**src/design/card_strobe_consts.vh**
```
`ifndef CARD_STROBE_CONSTS_VH
`define CARD_STROBE_CONSTS_VH

// Upper address byte that opens the 64 KB card window
`define WINDOW_BASE       8'ha8
// Host address bit positions mapped onto card pins
`define BIT_REG_SPACE     11
`define BIT_ENABLE_LOW    12
`define BIT_ENABLE_HIGH   13
`define BIT_CABLE_SEL     14
`define WINDOW_MSB        23
`define WINDOW_LSB        16
// Card register base addresses for each mode
`define BASE_MEMORY       24'ha82800
`define BASE_CONTIG_IO    24'ha82000
`define BASE_PRIMARY_IO   24'ha821f0
`define BASE_SECONDARY_IO 24'ha82170
// Reset value of every active-low card strobe and select
`define STROBE_IDLE       1'h1

`endif

```
**src/design/host_card_strobe_decode.v**
```verilog
`timescale 1ns/10ps
`include "card_strobe_consts.vh"

// Summary of operation
// Address bits 11-14 drive register, enables, cable select
// Chip select only when upper byte matches window
// Host drives route select high for memory mode
// Non-memory modes route strobes to I/O pair
// Memory mode routes strobes to OE/WE pair
// Route only with select low, one strobe low
// Memory read output-enable only while fixed-disk select high
// Host toggles card reset after mode switches
// Output-enable held valid at reset picks card mode
// Host treats four status bits as inputs; the code passes three (status change, activity, ready)
// Card registers decoded at four mode base addresses
// Host drives don't-care address bits as zero
// Detect contacts ORed into one presence level
// Host sets config bit then resets card
// Idle outputs stay high while deselected
module host_card_strobe_decode (
    input  wire        i_core_clk,
    input  wire        i_rst_n,
    input  wire [23:0] i_host_addr,
    input  wire        i_host_read_n,
    input  wire        i_host_store_n,
    input  wire        i_strobe_route_select,
    input  wire        i_fixed_disk_select,
    input  wire        i_card_reset_out,
    input  wire        i_mode_strap_n,
    input  wire        i_detect_contact_one_n,
    input  wire        i_detect_contact_two_n,
    input  wire        i_status_change_diag,
    input  wire        i_activity_signal,
    input  wire        i_ready_irq,
    output reg         o_host_chip_select_n,
    output reg         o_reg_space_n,
    output reg         o_card_enable_low_n,
    output reg         o_card_enable_high_n,
    output reg         o_cable_select,
    output reg         o_io_read_strobe_n,
    output reg         o_io_store_strobe_n,
    output reg         o_output_enable_n,
    output reg         o_write_enable_n,
    output reg         o_card_reset,
    output reg         o_card_present_n,
    output reg         o_status_change_in,
    output reg         o_activity_in,
    output reg         o_ready_irq_in,
    output reg         o_mode_strap_level,
    output reg [2:0]   o_reg_index,
    output reg [3:0]   o_mode_hit
);

    // Decode results ahead of the output flip-flops
    reg        next_chip_select_n;
    reg        one_strobe;
    // Routed strobe levels before registering
    reg        next_io_read_n;
    reg        next_io_store_n;
    reg        next_oe_n;
    reg        next_we_n;
    // One hit per mode register block
    wire [3:0] next_mode_hit;
    // High until the strap has been captured after reset
    reg        strap_armed;

    // Base of the eight-register block at a given address
    function [23:0] block_base;
        input [23:0] addr;
        begin
            block_base = {addr[23:3], 3'h0};
        end
    endfunction

    // Register-block base for each mode: memory, contiguous, primary, secondary
    // Don't-care address bits are expected as zero, so bases compare exactly
    function [23:0] mode_base;
        input integer mode;
        begin
            case (mode)
                0:       mode_base = `BASE_MEMORY;
                1:       mode_base = `BASE_CONTIG_IO;
                2:       mode_base = `BASE_PRIMARY_IO;
                3:       mode_base = `BASE_SECONDARY_IO;
                default: mode_base = `BASE_MEMORY;
            endcase
        end
    endfunction

    // Window decode: one compare on the upper address byte
    always @* begin
        next_chip_select_n = (i_host_addr[`WINDOW_MSB:`WINDOW_LSB] != `WINDOW_BASE);
    end

    // A request counts only when exactly one host strobe is low
    always @* begin
        one_strobe = i_host_read_n ^ i_host_store_n;
    end

    // Strobe routing; every card strobe idles high unless a request is routed
    // Both strobes low at once is refused rather than driving two card strobes
    always @* begin
        next_io_read_n  = `STROBE_IDLE;
        next_io_store_n = `STROBE_IDLE;
        next_oe_n       = `STROBE_IDLE;
        next_we_n       = `STROBE_IDLE;
        if (!next_chip_select_n && one_strobe) begin
            if (i_strobe_route_select) begin
                // Memory pair; the read side also needs the fixed-disk select
                next_oe_n = i_host_read_n | ~i_fixed_disk_select;
                next_we_n = i_host_store_n;
            end else begin
                // I/O pair for every mode other than memory
                next_io_read_n  = i_host_read_n;
                next_io_store_n = i_host_store_n;
            end
        end
    end

    // Register-block hits, one compare per mode, gated later by the window
    genvar mode_idx;
    generate
        for (mode_idx = 0; mode_idx < 4; mode_idx = mode_idx + 1) begin : g_mode_hit
            assign next_mode_hit[mode_idx] = block_base(i_host_addr) == mode_base(mode_idx);
        end
    endgenerate

    // Chip select towards the card; idle high under reset
    always @(posedge i_core_clk or negedge i_rst_n) begin
        if (!i_rst_n) begin
            o_host_chip_select_n <= `STROBE_IDLE;
        end else begin
            o_host_chip_select_n <= next_chip_select_n;
        end
    end

    // Address bits 11 to 14 onto register-space, enables and cable select
    // Bit 15 is left unused
    always @(posedge i_core_clk or negedge i_rst_n) begin
        if (!i_rst_n) begin
            o_reg_space_n        <= `STROBE_IDLE;
            o_card_enable_low_n  <= `STROBE_IDLE;
            o_card_enable_high_n <= `STROBE_IDLE;
            o_cable_select       <= 1'h0;
        end else begin
            o_reg_space_n        <= i_host_addr[`BIT_REG_SPACE];
            o_card_enable_low_n  <= i_host_addr[`BIT_ENABLE_LOW];
            o_card_enable_high_n <= i_host_addr[`BIT_ENABLE_HIGH];
            o_cable_select       <= i_host_addr[`BIT_CABLE_SEL];
        end
    end

    // Card strobes; a deselected window leaves all four high
    always @(posedge i_core_clk or negedge i_rst_n) begin
        if (!i_rst_n) begin
            o_io_read_strobe_n   <= `STROBE_IDLE;
            o_io_store_strobe_n  <= `STROBE_IDLE;
            o_output_enable_n    <= `STROBE_IDLE;
            o_write_enable_n     <= `STROBE_IDLE;
        end else begin
            o_io_read_strobe_n   <= next_io_read_n;
            o_io_store_strobe_n  <= next_io_store_n;
            o_output_enable_n    <= next_oe_n;
            o_write_enable_n     <= next_we_n;
        end
    end

    // Card reset follows the host card-reset output, registered one clock later
    always @(posedge i_core_clk or negedge i_rst_n) begin
        if (!i_rst_n) begin
            o_card_reset         <= 1'h0;
        end else begin
            o_card_reset         <= i_card_reset_out;
        end
    end

    // Detect contacts pull low when seated; either one open means not present
    // Registered so the host sees one clean level
    always @(posedge i_core_clk or negedge i_rst_n) begin
        if (!i_rst_n) begin
            o_card_present_n     <= `STROBE_IDLE;
        end else begin
            o_card_present_n     <= i_detect_contact_one_n | i_detect_contact_two_n;
        end
    end

    // Card status levels back to the host pins
    always @(posedge i_core_clk or negedge i_rst_n) begin
        if (!i_rst_n) begin
            o_status_change_in   <= 1'h0;
            o_activity_in        <= 1'h0;
            o_ready_irq_in       <= 1'h0;
        end else begin
            o_status_change_in   <= i_status_change_diag;
            o_activity_in        <= i_activity_signal;
            o_ready_irq_in       <= i_ready_irq;
        end
    end

    // Register index and per-mode hits, both only meaningful inside the window
    always @(posedge i_core_clk or negedge i_rst_n) begin
        if (!i_rst_n) begin
            o_reg_index          <= 3'h0;
            o_mode_hit           <= 4'h0;
        end else begin
            o_reg_index          <= i_host_addr[2:0];
            o_mode_hit           <= next_mode_hit & {4{~next_chip_select_n}};
        end
    end

    // Catch the output-enable strap once, at the first edge after reset release;
    // the host must hold the strap steady across reset for the card to see it
    always @(posedge i_core_clk or negedge i_rst_n) begin
        if (!i_rst_n) begin
            strap_armed        <= 1'h1;
            o_mode_strap_level <= 1'h1;
        end else if (strap_armed) begin
            strap_armed        <= 1'h0;
            o_mode_strap_level <= i_mode_strap_n;
        end
    end

endmodule // host_card_strobe_decode

```
**config.mk**
```make
export PLATFORM = sky130hd
export DESIGN_NAME = host_card_strobe_decode
export DESIGN_NICKNAME = d
export VERILOG_FILES = /design/src/design/host_card_strobe_decode.v
export VERILOG_INCLUDE_DIRS = /design/src /design/src/design
export SDC_FILE = /design/constraint.sdc
export NUM_CORES = 1
export LEC_CHECK = 0
export BUFFER_PORTS_ARGS = -buffer_cell sky130_fd_sc_hd__buf_2
export CAP_MARGIN = 30
export CORE_MARGIN = 10
export CORE_UTILIZATION = 38
export DETAILED_ROUTE_END_ITERATION = 6
export GPL_TIMING_DRIVEN = 0
export PLACE_DENSITY = 0.77
export SYNTH_ARGS = -nofsm -noshare
export SYNTH_HDL_FRONTEND = slang
export SYNTH_SLANG_ARGS = --single-unit
export TNS_END_PERCENT = 5
```
**constraint.sdc**
```tcl
create_clock -name i_core_clk -period 1.1 [get_ports i_core_clk]
set_input_delay 0.22 -clock i_core_clk [delete_from_list [all_inputs] [get_ports i_core_clk]]
set_output_delay 0.22 -clock i_core_clk [all_outputs]
set_load 0.05 [all_outputs]
```
==> metrics.md <==
| Metric | Value |
|---|---|
| Final antenna-violating net count | `0` |
| Number of synthesized flops with an enable pin | `0` |
| Fillers | `138` |
| HPWL after DPL | `1860 um` |
| Nets@finish | `156` |
| Drt initial violations | `13` |
| First-pass iteration count of the detailed router | `2` |
| Sw Share | `26.0%` |
| CTS tree | `done` |
| Combinational power share | `19.0%` |
| I/O pin count | `59` |
| Clock Tree Buf Depth | `2` |
| Die Ht | `65.4 um` |
| Async SR Flop Fraction | `100%` |
| Design area | `1370 um^2` |
| Pwr dens | `1140 nW/um^2` |
| Most flops, register | `o_mode_hit` |
| Ant diodes | `0` |
| Row count | `16` |
| Worst min-delay path class | `in2reg` |
| Top cells by area, synth | `dfrtp_1 38%, dfstp_2 37%, nand3b_1 3.8%` |
| Final core occ | `69.8%` |
| P_sw | `0.000406 W` |
| Maxcap violations | `0` |
| Worst skew pair latency | `0.30 ns` |
| Count of state elements after synthesis | `23` |
| Gr usage total | `10.2%` |
| DIE AREA | `4270 um^2` |
| Post-synthesis sequential area ratio | `75.4%` |
| Area grow syn2layout | `75.2%` |
| Final WS setup | `-0.132 ns` |
| Port Buffers | `58` |
| Maximum VDD drop | `608 uV` |
| Pint | `0.00116 W` |
| Share of the synthesized area in the top cell type | `38.4%` |
| Die Span X | `65.4 um` |
| Buffers and inverters on the worst path | `1` |
| Placed cell area | `1110 um^2` |
| Number of global-route vias before repair | `736` |
| Max reg flops | `4` |
| Synth Cell Area | `782 um^2` |
| Worst-path cell chain | `buf_8` |
| CP delay by family, top | `flip-flops` |
| Vias per cell | `4.73` |
| Routed length per instance | `17.6 um` |
| Fin. max-slew vios | `0` |
| Synth warn | `0` |
| Final hold viol count | `0` |
| Share of cells above drive strength 1 | `66.1%` |
| Crit Path Category | `reg2out` |
| CORE AREA | `1960 um^2` |
| Top FF cell, synth | `dfrtp_1` |
| Clock Sink Count | `23` |
| Status | `complete, but fails checks` |
| Startpoint types | `register` |
| Syn Inst Count | `51` |
| Final worst path period share | `112%` |
| Unrepaired setup endpoints after global routing | `yes` |
| Vias | `686` |
| Final setup violating endpoints | `10` |
| Clk pwr share | `23.3%` |
| Post-CTS setup repair buffer count | `0` |
| Cts bufs inserted | `3` |
| Final WL | `2550 um` |
| Clk slew on worst S/H paths | `0.11 ns` |
| Max Clk Rate | `0.812 GHz` |
| Starting Density | `39.9%` |
| Most common cell in the netlist | `dfrtp_1` |
| R2R setup slack | `0.18 ns` |
| RR Startpoint | `strap_armed` |
| Hold_sp | `i_card_reset_out` |
| Fin crit period | `1.23 ns` |
| Leak | `0.622 nW` |
| Crit. Startpoint | `o_mode_strap_level` |
| Synthesized area per cell | `15.3 um^2` |
| WP data arrival | `1.01 ns` |
| Initial antenna violation count | `0` |
| Failing checks | `setup timing` |
| CP max-delay cell | `dfstp_2` |
| CP Data Required Time | `0.88 ns` |
| Cell taking the most area after synthesis | `dfrtp_1` |
| First-pass GRT wire length | `3440 um` |
| Gr ovfl total | `0` |
| Reg power frac | `57.7%` |
| Worst setup EP type | `output port` |
| Maximum number of pins on one net before global-route repair | `24` |
| H-tree depth | `1` |
| Post-Syn Nets | `88` |
| Post-synth top cells | `12 x dfrtp_1, 11 x dfstp_2, 4 x nand3b_1` |
| DRC viols | `0` |
| Largest registers | `o_mode_hit: 4 flops, o_reg_index: 3 flops` |
| CP Max Fanout | `2` |
| Layout Skew | `0.0000419 ns` |
| CP max stage delay | `0.57 ns` |
| Final Wtd Congestion | `0.750` |
| Post-synth cell types | `21` |
| CTS Root Cell | `clkbuf_4` |
-- through the flow --
stage | worst slack [ns] | power (W) | TNS, ns | hold slack [ns] | instances
after CTS | -0.139 | 0.00154 | -1.22 | 0.0128 | 141
final | -0.132 | 0.00156 | -1.17 | 0.0180 | 145
after floorplan | -0.133 | 0.00103 | -0.357 | -0.0756 | 51
after global routing | -0.181 | 0.00165 | -1.82 | -0.00830 | 145
after global placement | -0.284 | 0.00114 | -1.67 | 0.193 | 136
after detailed placement | -0.346 | 0.00115 | -1.96 | 0.200 | 136
-- cells in the final DEF, fill, tap and decap left out, drive strengths merged, types with 2 or more instances in the layout --
cell type / instances
dlygate4sd3: 5
clkbuf: 4
dfrtp: 12
nor3: 3
buf: 58
nand3b: 4
nand2: 2
or3: 2
nor3b: 3
nand3: 2
dfstp: 11
nor4: 2
-- repair_timing --
action                                  in CTS  in global routing
resized for setup                           43                 13
endpoints found under the hold margin       12                  4
pin swaps                                    0                  2
endpoints found under the setup margin      23                 24
hold buffers                                 1                  4
-- per-layer routing --
metal | GRT usage (%) | up-vias | wire [um]
met4 | 4.81 | 0 | 37
met5 | 0 | - | 0
met2 | 18.0 | 44 | 1300
met1 | 10.2 | 324 | 918
li1 | - | 314 | -
met3 | 4.07 | 4 | 297
-- layout make-up --
class / count / area [um^2] / area share (%)
repair buffers: 63 / 515 / 37.6
flip-flops and latches: 23 / 589 / 43.0
well taps: 27 / 33.8 / 2.47
multi-input cells: 27 / 201 / 14.7
clock buffers: 4 / 26.3 / 1.92
inverters: 1 / 3.75 / 0.274
-- path summary, 6_finish.rpt --
check	end	cells past startpoint
max	o_mode_strap_level	1
min	o_card_reset	1
max reg2reg	o_mode_strap_level	1
min reg2reg	o_mode_strap_level	1
max in group asynchronous	o_io_store_strobe_n	2
min in group asynchronous	o_cable_select	2
-- power by group through the flow --
stage | combinational (W) | sequential, W | clock (W)
finish | 0.000297 | 0.000903 | 0.000365
global route | 0.000317 | 0.000907 | 0.000422
CTS | 0.000275 | 0.000898 | 0.000370
detailed placement | 0.000240 | 0.000906 | 0
global placement | 0.000233 | 0.000905 | 0
floorplan | 0.0000237 | 0.00101 | 0
-- cells by family after synthesis --
| family | after synthesis | share of synthesized area (%) |
|---|---|---|
| and+or+nand+nor | 25 | 22.2 |
| DFF | 23 | 75.4 |
| muxes | 1 | 1.44 |
| buffers and inverters | 1 | 0.480 |
| other | 1 | 0.480 |
Power figures use the tool's default switching activity.
